[src/rtl/chan_power_pkg.sv]
package chan_power_pkg;

  // ----------------------------------------------------------------
  // register offsets
  // ----------------------------------------------------------------
  localparam logic [7:0] CHANNEL_ENABLE_ADDR       = 8'h76;
  localparam logic [7:0] DYNAMIC_POWER_CONFIG_ADDR = 8'h77;
  localparam logic [7:0] POWER_CONTROL_ADDR        = 8'h78;
  localparam logic [7:0] CHANNEL_POWER_STATUS_ADDR = 8'h79;

  // ----------------------------------------------------------------
  // reset values and writable masks
  // ----------------------------------------------------------------
  localparam logic [7:0] CHANNEL_ENABLE_RESET       = 8'hcc;
  localparam logic [7:0] DYNAMIC_POWER_CONFIG_RESET = 8'h00;
  localparam logic [7:0] POWER_CONTROL_RESET        = 8'h00;
  localparam logic [7:0] CHANNEL_POWER_STATUS_RESET = 8'h00;
  localparam logic [7:0] CHANNEL_ENABLE_WMASK       = 8'hff;
  localparam logic [7:0] DYNAMIC_POWER_CONFIG_WMASK = 8'hf8;
  localparam logic [7:0] POWER_CONTROL_WMASK        = 8'hee;

  // ----------------------------------------------------------------
  // field positions
  // ----------------------------------------------------------------
  localparam int INPUT_ENABLE_LSB          = 4; // bit 7 is channel one
  localparam int DYNAMIC_SWITCH_BIT        = 7;
  localparam int DYNAMIC_RANGE_BIT         = 6;
  localparam int DYNAMIC_SEP_CLOCK_BIT     = 3;
  localparam int CONVERTER_GLOBAL_BIT      = 7;
  localparam int MIC_SUPPLY_BIT            = 5;
  localparam int ULTRASOUND_DETECT_BIT     = 3;
  localparam int VOICE_DETECT_BIT          = 2;
  localparam int POWERED_STATUS_LSB        = 4;

  // ----------------------------------------------------------------
  // timing
  // ----------------------------------------------------------------
  localparam int CLK_PERIOD_NS      = 25;
  localparam int POWER_UP_TIME_NS   = 1000;
  localparam int POWER_DOWN_TIME_NS = 500;
  localparam int POWER_UP_CYC_INT   = (POWER_UP_TIME_NS + CLK_PERIOD_NS - 1) / CLK_PERIOD_NS;
  localparam int POWER_DOWN_CYC_INT = (POWER_DOWN_TIME_NS + CLK_PERIOD_NS - 1) / CLK_PERIOD_NS;
  localparam logic [7:0] POWER_UP_CYCLES   = 8'(POWER_UP_CYC_INT);
  localparam logic [7:0] POWER_DOWN_CYCLES = 8'(POWER_DOWN_CYC_INT);
  localparam logic [7:0] COUNT_RESET       = 8'h00;

  // ----------------------------------------------------------------
  // channel sequencer states
  // ----------------------------------------------------------------
  typedef enum logic [1:0] {
    CH_OFF      = 2'b00,
    CH_RAMP_UP  = 2'b01,
    CH_ON       = 2'b10,
    CH_RAMP_DN  = 2'b11
  } chan_state_t;

endpackage : chan_power_pkg

[src/rtl/chan_power_seq.sv]
`timescale 1ns/100ps
module chan_power_seq (
  input  wire logic sys_clk,
  input  wire logic rst,
  input  wire logic target_on,
  input  wire logic allow_change,
  output logic      supply_on,
  output logic      powered
);
  import chan_power_pkg::*;

  chan_state_t state_q;
  chan_state_t state_d;
  logic [7:0]  count_q;
  logic [7:0]  count_d;
  logic        count_done;
  logic        go_up;
  logic        go_down;

  // ----------------------------------------------------------------
  // decisions
  // ----------------------------------------------------------------
  assign count_done = (count_q == 8'h01);
  assign go_up      = target_on & allow_change;
  assign go_down    = ~target_on & allow_change;

  // next state: a ramp always runs to its end before turning round
  always_comb begin
    state_d = state_q;
    count_d = count_q;
    unique case (state_q)
      CH_OFF: begin
        if (go_up) begin
          state_d = CH_RAMP_UP;
          count_d = POWER_UP_CYCLES;
        end
      end
      CH_RAMP_UP: begin
        count_d = count_q - 8'h01;
        if (count_done) begin
          state_d = CH_ON;
        end
      end
      CH_ON: begin
        if (go_down) begin
          state_d = CH_RAMP_DN;
          count_d = POWER_DOWN_CYCLES;
        end
      end
      CH_RAMP_DN: begin
        count_d = count_q - 8'h01;
        if (count_done) begin
          state_d = CH_OFF;
        end
      end
    endcase
  end

  // state, counter and registered outputs
  always_ff @(posedge sys_clk or posedge rst) begin
    if (rst) begin
      state_q   <= CH_OFF;
      count_q   <= COUNT_RESET;
      supply_on <= 1'b0;
      powered   <= 1'b0;
    end else begin
      state_q   <= state_d;
      count_q   <= count_d;
      supply_on <= (state_d == CH_RAMP_UP) | (state_d == CH_ON);
      powered   <= (state_d == CH_ON);
    end
  end

endmodule : chan_power_seq

[src/rtl/channel_power_control.sv]
`timescale 1ns/100ps
// Functional notes
// - four channel enables, one and two on
// - global bit off powers all channels down
// - bit five switches microphone bias supply
// - bit three enables ultrasound activity detection
// - bit two enables voice activity detection
// - without dynamic mode and with the global bit on, no change while recording
// - range bit picks channels one-two or one-four
// - bit three flags separate modulator and density clocks
// - status bits seven to four show power
module channel_power_control (
  input  wire logic       sys_clk,
  input  wire logic       rst,
  input  wire logic [7:0] reg_addr,
  input  wire logic [7:0] reg_wdata,
  input  wire logic       reg_wr,
  input  wire logic       reg_rd,
  output logic      [7:0] reg_rdata,
  output logic            reg_rvalid,
  output logic      [3:0] chan_supply_on,
  output logic      [3:0] chan_powered,
  output logic            mic_supply_on,
  output logic            ultrasound_detect_on,
  output logic            voice_detect_on,
  output logic            separate_clock_on,
  output logic            recording
);
  import chan_power_pkg::*;

  // ----------------------------------------------------------------
  // register storage
  // ----------------------------------------------------------------
  logic [7:0] channel_enable_q;
  logic [7:0] dynamic_power_config_q;
  logic [7:0] power_control_q;
  logic [7:0] channel_enable_d;
  logic [7:0] dynamic_power_config_d;
  logic [7:0] power_control_d;
  logic [7:0] rdata_d;

  logic       wr_chan_en;
  logic       wr_dyn_cfg;
  logic       wr_pwr;
  logic       hit_chan_en;
  logic       hit_dyn_cfg;
  logic       hit_pwr;
  logic       hit_status;
  logic [7:0] status_view;

  // ----------------------------------------------------------------
  // address decode
  // ----------------------------------------------------------------
  assign hit_chan_en = (reg_addr == CHANNEL_ENABLE_ADDR);
  assign hit_dyn_cfg = (reg_addr == DYNAMIC_POWER_CONFIG_ADDR);
  assign hit_pwr     = (reg_addr == POWER_CONTROL_ADDR);
  assign hit_status  = (reg_addr == CHANNEL_POWER_STATUS_ADDR);
  assign wr_chan_en  = reg_wr & hit_chan_en;
  assign wr_dyn_cfg  = reg_wr & hit_dyn_cfg;
  assign wr_pwr      = reg_wr & hit_pwr;

  // write merge: read-only bits keep their stored value
  assign channel_enable_d = wr_chan_en ?
      ((reg_wdata & CHANNEL_ENABLE_WMASK) | (channel_enable_q & ~CHANNEL_ENABLE_WMASK)) :
      channel_enable_q;
  assign dynamic_power_config_d = wr_dyn_cfg ?
      ((reg_wdata & DYNAMIC_POWER_CONFIG_WMASK) |
       (dynamic_power_config_q & ~DYNAMIC_POWER_CONFIG_WMASK)) :
      dynamic_power_config_q;
  assign power_control_d = wr_pwr ?
      ((reg_wdata & POWER_CONTROL_WMASK) | (power_control_q & ~POWER_CONTROL_WMASK)) :
      power_control_q;

  // read mux; status shows channel one in bit 7, lower nibble reads zero
  assign status_view = {chan_powered[0], chan_powered[1], chan_powered[2], chan_powered[3],
                        4'h0};
  assign rdata_d = hit_chan_en ? channel_enable_q :
                   hit_dyn_cfg ? dynamic_power_config_q :
                   hit_pwr     ? power_control_q :
                   hit_status  ? status_view :
                   8'h00;

  // ----------------------------------------------------------------
  // register process
  // ----------------------------------------------------------------
  always_ff @(posedge sys_clk or posedge rst) begin
    if (rst) begin
      channel_enable_q       <= CHANNEL_ENABLE_RESET;
      dynamic_power_config_q <= DYNAMIC_POWER_CONFIG_RESET;
      power_control_q        <= POWER_CONTROL_RESET;
      reg_rdata              <= CHANNEL_POWER_STATUS_RESET;
      reg_rvalid             <= 1'b0;
    end else begin
      channel_enable_q       <= channel_enable_d;
      dynamic_power_config_q <= dynamic_power_config_d;
      power_control_q        <= power_control_d;
      reg_rdata              <= reg_rd ? rdata_d : reg_rdata;
      reg_rvalid             <= reg_rd;
    end
  end

  // ----------------------------------------------------------------
  // control fields
  // ----------------------------------------------------------------
  logic [3:0] input_enable;
  logic       converter_global_power;
  logic       dynamic_power_switch_enable;
  logic       dynamic_channel_range_select;
  logic [3:0] dynamic_member;
  logic [3:0] target_on;
  logic [3:0] allow_change;

  // channel one sits in bit 7, so index 0 maps to channel one
  assign input_enable = {channel_enable_q[INPUT_ENABLE_LSB],
                         channel_enable_q[INPUT_ENABLE_LSB+1],
                         channel_enable_q[INPUT_ENABLE_LSB+2],
                         channel_enable_q[INPUT_ENABLE_LSB+3]};
  assign converter_global_power       = power_control_q[CONVERTER_GLOBAL_BIT];
  assign dynamic_power_switch_enable  = dynamic_power_config_q[DYNAMIC_SWITCH_BIT];
  assign dynamic_channel_range_select = dynamic_power_config_q[DYNAMIC_RANGE_BIT];

  // target: enabled channels only while the global bit is set
  assign target_on = input_enable & {4{converter_global_power}};

  // channels that may switch individually while others record
  assign dynamic_member = {{2{dynamic_power_switch_enable & dynamic_channel_range_select}},
                           {2{dynamic_power_switch_enable}}};

  // any channel fully up counts as recording
  assign recording = |chan_powered;

  // a global power-down is always honoured; otherwise changes wait for idle unless the channel is a dynamic member
  assign allow_change = dynamic_member | {4{~recording}} |
                        {4{~converter_global_power}};

  // ----------------------------------------------------------------
  // per-channel power sequencers
  // ----------------------------------------------------------------
  generate
    for (genvar ch = 0; ch < 4; ch++) begin : g_chan
      chan_power_seq u_seq (
        .sys_clk      (sys_clk),
        .rst          (rst),
        .target_on    (target_on[ch]),
        .allow_change (allow_change[ch]),
        .supply_on    (chan_supply_on[ch]),
        .powered      (chan_powered[ch])
      );
    end
  endgenerate

  // ----------------------------------------------------------------
  // side controls, registered
  // ----------------------------------------------------------------
  always_ff @(posedge sys_clk or posedge rst) begin
    if (rst) begin
      mic_supply_on        <= 1'b0;
      ultrasound_detect_on <= 1'b0;
      voice_detect_on      <= 1'b0;
      separate_clock_on    <= 1'b0;
    end else begin
      mic_supply_on        <= power_control_d[MIC_SUPPLY_BIT];
      ultrasound_detect_on <= power_control_d[ULTRASOUND_DETECT_BIT];
      voice_detect_on      <= power_control_d[VOICE_DETECT_BIT];
      separate_clock_on    <= dynamic_power_config_d[DYNAMIC_SEP_CLOCK_BIT];
    end
  end

  // ----------------------------------------------------------------
  // assertions
  // ----------------------------------------------------------------
  localparam int DOWN_BOUND = 24;
  localparam int UP_HOLD    = 8;

  // ----------------------------------------------------------------
  // assertion helper
  // ----------------------------------------------------------------
  logic [7:0] up_run_q;

  // cycles channel one has had supply without being powered
  always_ff @(posedge sys_clk or posedge rst) begin
    if (rst) begin
      up_run_q <= COUNT_RESET;
    end else if (chan_supply_on[0] && !chan_powered[0]) begin
      up_run_q <= up_run_q + 8'h01;
    end else begin
      up_run_q <= COUNT_RESET;
    end
  end
endmodule : channel_power_control

[config.mk]
export PLATFORM = sky130hd
export DESIGN_NAME = channel_power_control
export DESIGN_NICKNAME = d
export VERILOG_FILES = /design/src/rtl/chan_power_pkg.sv /design/src/rtl/chan_power_seq.sv /design/src/rtl/channel_power_control.sv
export SDC_FILE = /design/constraint.sdc
export NUM_CORES = 1
export LEC_CHECK = 0
export BUFFER_PORTS_ARGS = -buffer_cell sky130_fd_sc_hd__buf_2
export CAP_MARGIN = 20
export CORE_ASPECT_RATIO = 0.9
export CORE_MARGIN = 3
export CORE_UTILIZATION = 45
export CTS_CLUSTER_SIZE = 14
export DETAILED_ROUTE_END_ITERATION = 8
export HOLD_SLACK_MARGIN = 0.02
export PLACE_DENSITY = 0.72
export SYNTH_ARGS = -nofsm -noshare
export SYNTH_HDL_FRONTEND = slang
export SYNTH_SLANG_ARGS = --single-unit
[constraint.sdc]
create_clock -name sys_clk -period 4.62 [get_ports sys_clk]
set_input_delay 0.231 -clock sys_clk [delete_from_list [all_inputs] [get_ports sys_clk]]
set_output_delay 0.231 -clock sys_clk [all_outputs]
set_load 0.05 [all_outputs]
# Word level (Yosys, flattened, before mapping)
# Index checks and enable logic that the tools add are counted.
totals:
  register_bits: 84
  input_bits: 20
  output_inout_bits: 22
classes:
  add_sub_neg: 4
  n_eq_ne: 36
  n_mux: 37
  bitwise: 27
  n_reduce_logical: 13
op_table:
  columns: ["op", "n"]
  rows:
  - ["8-bit 2-to-1 mux", 12]
  - ["8-bit one-hot mux with 3 select lines", 4]
  - ["8-bit by 1-bit == test with 1-bit output, second input constant", 4]
  - ["8-bit by 7-bit == test with 1-bit output, second input constant", 4]
  - ["2-bit 2-to-1 mux", 16]
  - ["2-bit one-hot mux with 4 select lines", 4]
  - ["8-bit by 1-bit subtractor with 8-bit output, second input constant", 4]
  - ["2-bit == test, second input constant", 12]
  - ["2-bit by 1-bit == test with 1-bit output, second input constant", 8]
  - ["2-bit by 1-bit != test with 1-bit output, second input constant", 8]
  - ["1-bit AND", 12]
  - ["2-bit zero test", 4]
  - ["4-bit bitwise OR", 2]
  - ["8-bit by 3-bit bitwise OR with 8-bit output", 1]
  - ["8-bit by 5-bit bitwise OR with 8-bit output", 1]
  - ["2-bit AND reduction", 4]
  - ["2-bit OR reduction", 4]
  - ["6-bit 2-to-1 mux", 1]
  - ["1-bit inverter", 6]
  - ["4-bit AND", 1]
  - ["1-bit bitwise OR", 4]
  - ["4-bit OR reduction", 1]

# Depth between registers and ports, before layout
# Gate-level depths: netlist of the first run.
logic_depth:
  word_depth: 9
  ltp_mapped: 8
  depth_no_buf: 8

# Modules after synthesis
# A second synthesis of the first run with hierarchy kept.
unflattened:
  cells_unflattened: 393
  area_unflattened_um2: 4237.8
by_module_without_submodules:
  columns: ["module", "n_inst", "cells_each", "area_each_um2"]
  rows:
  - ["chan_power_seq", 4, 71, 725.7]
  - ["channel_power_control", 1, 109, 1335.0]

# Worst setup path after synthesis of the first run
# Ideal clock, no wire load.
synth_timing:
  path_kind: "register -> register"
  from: "reg g_chan[1].u_seq.powered"
  to: "reg g_chan[2].u_seq.supply_on"
  arrival_ns: 2.057
  t_required_ns: 4.507
  slack_ns: 2.450
  path_stages_with_launch: 8
  path_buffers: 1
  synth_period_minus_slack_ns: 2.170
  path_cell_list: "dfrtp_1 or4_4 buf_2 a22oi_2 nor2_1 nand2b_1 ha_1 inv_1"
synth_via:
  elab_chain_cells: 9
synth_lines:
  columns: ["item", "line", "rtl"]
  rows:
  - ["start: declaration", "chan_power_seq.sv:8", "output logic powered"]
  - ["start signal: assignment", "chan_power_seq.sv:70", "powered <= (state_d == CH_ON);"]
  - ["4-bit OR reduction (*)", "channel_power_control.sv:130", "assign recording = |chan_powered;"]
  - ["net recording", "channel_power_control.sv:27", "output logic recording"]
  - ["1-bit inverter (*)", "channel_power_control.sv:133", "assign allow_change = dynamic_member | {4{~recording}} |"]
  - ["4-bit bitwise OR (*) (2 in series)", "channel_power_control.sv:133", null]
  - ["1-bit AND, on equally long branches", "chan_power_seq.sv:25, chan_power_seq.sv:24", null]
  - ["2-bit 2-to-1 mux, on equally long branches", "chan_power_seq.sv:45, chan_power_seq.sv:33", null]
  - ["2-bit one-hot mux with 4 select lines (*)", "chan_power_seq.sv:31", "unique case (state_q)"]
  - ["2-bit by 1-bit == test with 1-bit output or 2-bit == test (tied branches)", "chan_power_seq.sv:69", "supply_on <= (state_d == CH_RAMP_UP) | (state_d == CH_ON);"]
  - ["1-bit bitwise OR (*)", "chan_power_seq.sv:69", null]
  - ["end signal: assignment", "chan_power_seq.sv:69", null]
  - ["end: declaration", "chan_power_seq.sv:7", "output logic supply_on,"]
# Mark *: on every way through the listed nets, which the timed path passes. The rest lies on a longest branch.
# A chain may end at the register's enable or synchronous reset.

# Worst setup path in the final report of the first run
layout_timing:
  from: "reg power_control_q[7]"
  to: "reg g_chan[3].u_seq.supply_on"
layout_via:
  elab_chain_cells: 7
layout_lines:
  columns: ["item", "line", "rtl"]
  rows:
  - ["start: declaration", "channel_power_control.sv:36", "logic [7:0] power_control_q;"]
  - ["start signal: assignment", "channel_power_control.sv:96", "power_control_q <= power_control_d;"]
  - ["4-bit AND or 1-bit inverter (tied branches)", "channel_power_control.sv:123, channel_power_control.sv:134", null]
  - ["1-bit inverter or 4-bit bitwise OR (tied branches)", "chan_power_seq.sv:25, channel_power_control.sv:133", null]
  - ["1-bit AND, on equally long branches", "chan_power_seq.sv:25, chan_power_seq.sv:24", null]
  - ["2-bit 2-to-1 mux, on equally long branches", "chan_power_seq.sv:45, chan_power_seq.sv:33", null]
  - ["2-bit one-hot mux with 4 select lines (*)", "chan_power_seq.sv:31", null]
  - ["2-bit by 1-bit == test with 1-bit output or 2-bit == test (tied branches)", "chan_power_seq.sv:69", null]
  - ["1-bit bitwise OR (*)", "chan_power_seq.sv:69", null]
  - ["end signal: assignment", "chan_power_seq.sv:69", null]
  - ["end: declaration", "chan_power_seq.sv:7", null]
# Mark *: on every way between the ends. The rest lies on a longest branch, timed or not.

==> results.cfg, run 1 <==
[sta]
fin_crit_sh = 0.4910
setup_viol_count_final = 0
finClkSkew_ps = 14.98
fin_tns_setup_ps = 0
grt_setup_unrepaired = false
report.final.slew_viol_count = 0
relSlewSlack = 0.3238
hold_violations = 0
fmax_ghz = 0.4408
period_minus_slack_ps = 2268
tightest_slew_ps = 1008

[clock_tree]
tritoncts = done
root_buffer = clkbuf_8
cts_resized = 0
worstSkewPairLatency_ps = 360
clk_pin_slew_worst_paths_ps = 80
post-cts-setup-buffers = 0
cts_htree_levels = 3
ctsLongestPathBuffers = 2
cts_buffers = 9
clock-sinks = 76
cts_hold_buf = 0

[detailed_routing]
first_pass_iters = 6
wire_per_inst_um = 16.03
vias_per_cell = 5.694
ant_nets = 0
num_vias = 3018
drc = 0
drt_iter0_markers = 226
wl_mm = 8.495

[run]
maxCapViolCount = 0

[grt]
overflow = 0
grt_start_max_net_pins = 47
met2_usage = 0.2906
gr-usage-met3 = 0.05552
antenna_found_initial = 0
grtUsageTotal = 0.1814
grt_pass1_wl_mm = 14.40
grt_pass1_vias = 2958
gr-max-usage-layer = met2
gr-usage-met1 = 0.2419

[final_layout]
num-nets-final = 442
antennaDiodeCount = 0
layout_common_cells = dfrtp_1 (72), buf_2 (42), inv_1 (38)
final_area_um2 = 4449
drive_above_1_share = 0.2193
syn2layout_area_growth_pct = 12.11
final_common_cell = dfrtp_1

[synth]
synth-seq-area-share = 0.4805
synth_edf_count = 0
synth_cells = 379
ys.warnings.count = 0
async_reset_ff_frac = 1.000
syn_nets = 411
synth_cell_types = 60
avgSynthCellArea_um2 = 10.47
ys_ff_latch = 76
ys.flop_type = dfrtp_1
synth.cell_area_um2 = 3969

[critical_path]
cp-end-kind = register
required_ps = 4920
cp_max_fo = 13
critPathLaunchType = register
crit_type = reg2reg
arrival_ps = 2560

[hold_path]
hold_path.class = in2reg

[placement]
io_buffers = 41
post_dp_cell_area_um2 = 4190
gp_congestion = 0.8614
post-dp-hpwl_mm = 5.937

[die]
row_count = 31
ioPinCount = 42
initial_utilization = 0.4781
dieArea_um2 = 9984
die_w_um = 105.0
die_h_um = 95.10
core_um2 = 8300

[power_and_ir_drop]
peakVddDrop_mv = 0.3079
p_per_area_nw_per_um2 = 630.3
power_leakage_nw = 2.097

[status]
outcome = finished, final reports clean
[area by class of cell]
type | count | area (µm²)
fill | 737 | 3851
sequential | 76 | 1907
multi-input combinational | 239 | 1780
timing repair buffer | 45 | 255.2
inverter | 39 | 146.4
tap | 115 | 143.9
clock buffer | 10 | 127.6
clock inverter | 6 | 88.84
[through the flow]
step	setup WS (ps)	cells	util	power, W	hold WS, ps
after floorplan	2450	379	-	0.002035	262.4
after global placement	2437	511	0.5048	0.002194	464.1
after global routing	2120	530	0.5360	0.003012	121.7
after detailed placement	2384	511	0.5048	0.002242	483.3
after CTS	2360	527	0.5309	0.002809	106.8
final	2352	530	0.5360	0.002804	122.8
[cell families after synthesis]
family | share of synthesized area
fa+ha+maj | 0.03783
simple gates | 0.1223
flops | 0.4805
compound gates | 0.1778
mux | 0.06873
buf+inv | 0.07093
xor+xnor | 0.04193
[where the power goes]
part / switching [W] / internal [W]
Clock: 0.000252 / 0.000305
Combinational: 0.000646 / 0.000477
Sequential: 0.000262 / 0.000862
Total: 0.00116 / 0.00164
[state kept, by name, indices dropped and copies added, names as in the netlist]
register,count
g_chan.u_seq.powered,4
dynamic_power_config_q,5
power_control_q,6
g_chan.u_seq.supply_on,4
g_chan.u_seq.count_q,32
reg_rdata,8
g_chan.u_seq.state_q,8
reg_rvalid,1
channel_enable_q,8
[metal layers]
layer	routed length, µm	share of wire	up-vias
li1	-	-	1429
met4	89	0.010	0
met1	3946	0.46	1496
met5	0	0	-
met3	473	0.056	9
met2	3986	0.47	84
[critical path, stage by stage (launching register included)]
cell,delay (ps)
dfrtp_1,600
inv_1,240
a211oi_1,850
or2_2,240
ha_1,220
inv_1,50
[synth_stat cells (4+ instances only)]
| master | number | area [µm²] |
|---|---|---|
| a31oi_1 | 6 | 37.54 |
| ha_1 | 12 | 150.1 |
| mux2_2 | 22 | 247.7 |
| nor3_1 | 10 | 50.05 |
| dfrtp_1 | 72 | 1802 |
| nand3_1 | 4 | 20.02 |
| o22ai_1 | 12 | 75.07 |
| a221oi_1 | 5 | 43.79 |
| buf_4 | 8 | 60.06 |
| dfstp_2 | 4 | 105.1 |
| a22oi_1 | 8 | 60.06 |
| a22o_1 | 9 | 78.83 |
| clkbuf_1 | 13 | 48.80 |
| nor2_1 | 16 | 60.06 |
| xor2_1 | 7 | 61.31 |
| nand2b_1 | 5 | 31.28 |
| nor2b_1 | 6 | 37.54 |
| inv_1 | 39 | 146.4 |
| nand2_1 | 20 | 75.07 |
| nor4_1 | 7 | 43.79 |
| a21o_1 | 4 | 30.03 |
| a21oi_1 | 13 | 65.06 |
| xnor2_1 | 12 | 105.1 |
| o211ai_1 | 5 | 37.54 |
[worst paths after layout]
check                                                   to  slack [ps]          startpoint  cells after the start
worst min-delay path                   channel_enable_q[0]         120        reg_wdata[0]                      2
worst max-delay path             g_chan[3].u_seq.supply_on        2350  power_control_q[7]                      5
min in group asynchronous       g_chan[0].u_seq.count_q[5]         470                 rst                      3
worst min register to register          power_control_q[6]         520  power_control_q[6]                      1
worst max register to register   g_chan[3].u_seq.supply_on        2350  power_control_q[7]                      5
max in group asynchronous              channel_enable_q[6]        3140                 rst                      5
No activity file was read; power rests on OpenSTA's default activity.
==> inputs of run 2 (changes only) <==
Settings changed: PLACE_DENSITY 0.72 to 0.74.
Clock period 4.62 ns to 2 ns, I/O delays scaled along.
==> run 2 against run 1 <==
The flow now finishes with violations (setup timing). Via count up 3.8%. Hold slack better by 120 ps. Clock skew fell by 8.3 ps. First-iteration DRC count shrank 33%. Register-to-register slack lost 2400 ps. Global-route usage rose by 1.1 points. Clock-buffer cell count unchanged. Critical path depth did not move. Wire length increased by 5.7%. Non-clock buffer count rose by 39. Sequential power up 120%.
==> results.cfg, run 2 (synthesized netlist as in run 1, its figures left out) <==
[detailed_routing]
wire_per_inst_um = 15.75
wl_mm = 8.978
first_pass_iters = 6
ant_nets = 0
drt_iter0_markers = 152
num_vias = 3134
vias_per_cell = 5.498
drc = 0

[die]
initial_utilization = 0.4781
row_count = 31
dieArea_um2 = 9984
die_h_um = 95.10
die_w_um = 105.0
core_um2 = 8300
ioPinCount = 42

[placement]
io_buffers = 41
dp_cells = 540
post-dp-hpwl_mm = 6.149
post_dp_cell_area_um2 = 4432
gp_congestion = 0.8910

[clock_tree]
cts_htree_levels = 3
worstSkewPairLatency_ps = 350
cts_buffers = 9
clk_pin_slew_worst_paths_ps = 80
root_buffer = clkbuf_8
ctsLongestPathBuffers = 2
tritoncts = done
clock-sinks = 76

[final_layout]
syn2layout_area_growth_pct = 22.32
num-nets-final = 482
drive_above_1_share = 0.2967
instances_no_fill = 570
largest_reg_flops = 32
antennaDiodeCount = 0
final_common_cell = dfrtp_1
layout_common_cells = dfrtp_1 (72), buf_2 (41), inv_1 (37)
final_area_um2 = 4855
regMostFlops = g_chan.u_seq.count_q

[grt]
antenna_found_initial = 0
grt_pass1_wl_mm = 15.48
overflow = 0
grt_start_max_net_pins = 28
grt_pass1_vias = 3140
grtUsageTotal = 0.1924

[power_and_ir_drop]
power_leakage_nw = 2.292
peakVddDrop_mv = 0.6226
p_per_area_nw_per_um2 = 1450

[sta]
setup_viol_count_final = 1
fin_crit_sh = 1.001
setup_ws_ps = -1.462
tightest_slew_ps = 610.7
report.final.slew_viol_count = 0
fmax_ghz = 0.4996
period_minus_slack_ps = 2001
relSlewSlack = 0.5920
hold_violations = 0
grt_setup_unrepaired = true
finClkSkew_ps = 6.652

[critical_path]
critPathLaunchType = register
arrival_ps = 2250
cp_max_fo = 5
cp-end-kind = register
required_ps = 2250
crit_type = reg2reg

[status]
outcome = complete, but fails checks
failed_checks = setup timing

[hold_path]
hold_path.class = in2reg

[run]
maxCapViolCount = 0
run 2: routing by layer:
metal  global-route usage  vias up  wire, µm
met5                    0        -         0
met4              0.04809        0       104
met3              0.04875        9       446
met2               0.3104       79      4242
met1               0.2629     1528      4184
li1                     -     1518         -
run 2: cell type report:
type                       count  area (µm²)
clock buffer                  10       137.6
clock inverter                 6       71.32
fill                         703        3446
inverter                      39       150.1
multi-input combinational    240        1876
sequential                    76        1907
tap                          115       143.9
timing repair buffer          84       569.3
run 2: power breakdown:
part,internal (W),leakage [nW],switching [W]
Clock,0.000621,0.0995,0.000603
Sequential,0.00199,0.963,0.000463
Combinational,0.00154,1.23,0.00183
Total,0.00415,2.29,0.00289
run 2: worst max-delay path, stage by stage (launching register included):
cell	delay, ps
dfrtp_1	400
or4_4	600
a221o_1	380
o22a_1	210
ha_1	280
inv_1	40
run 2: worst paths after layout:
check                           depth (start not counted)                        end  slack, ps                      start
worst max-delay path                                    5  g_chan[0].u_seq.supply_on         -1    g_chan[1].u_seq.powered
max in group asynchronous                               4        channel_enable_q[2]        900                        rst
min in group asynchronous                               3  g_chan[2].u_seq.supply_on        390                        rst
worst min register to register                          1  dynamic_power_config_q[4]        510  dynamic_power_config_q[4]
worst max register to register                          5  g_chan[0].u_seq.supply_on         -1    g_chan[1].u_seq.powered
worst min-delay path                                    3               reg_rdata[7]        240                reg_addr[0]
run 2: repair_timing:
item	in CTS	in global routing
hold buffers	9	1
setup endpoints to repair	3	16
pin swaps	3	9
resized for setup	2	13
hold endpoints to repair	39	1
gates cloned	1	0
buffers inserted	1	2
run 2: per-stage QoR:
stage | hold WS, ps | util | setup slack (ps) | power (W) | TNS [ps]
2_1_floorplan | 131.4 | - | -52.37 | 0.004799 | -77.51
3_3_place_gp | 207.7 | 0.5339 | -14.41 | 0.005425 | -14.41
3_5_place_dp | 211.3 | 0.5339 | -73.84 | 0.005542 | -80.13
4_1_cts | 23.17 | 0.5730 | -14.89 | 0.006871 | -29.68
5_1_grt | 241.9 | 0.5849 | -75.25 | 0.007552 | -388.1
6_report | 238.3 | 0.5849 | -1.462 | 0.007041 | -1.462
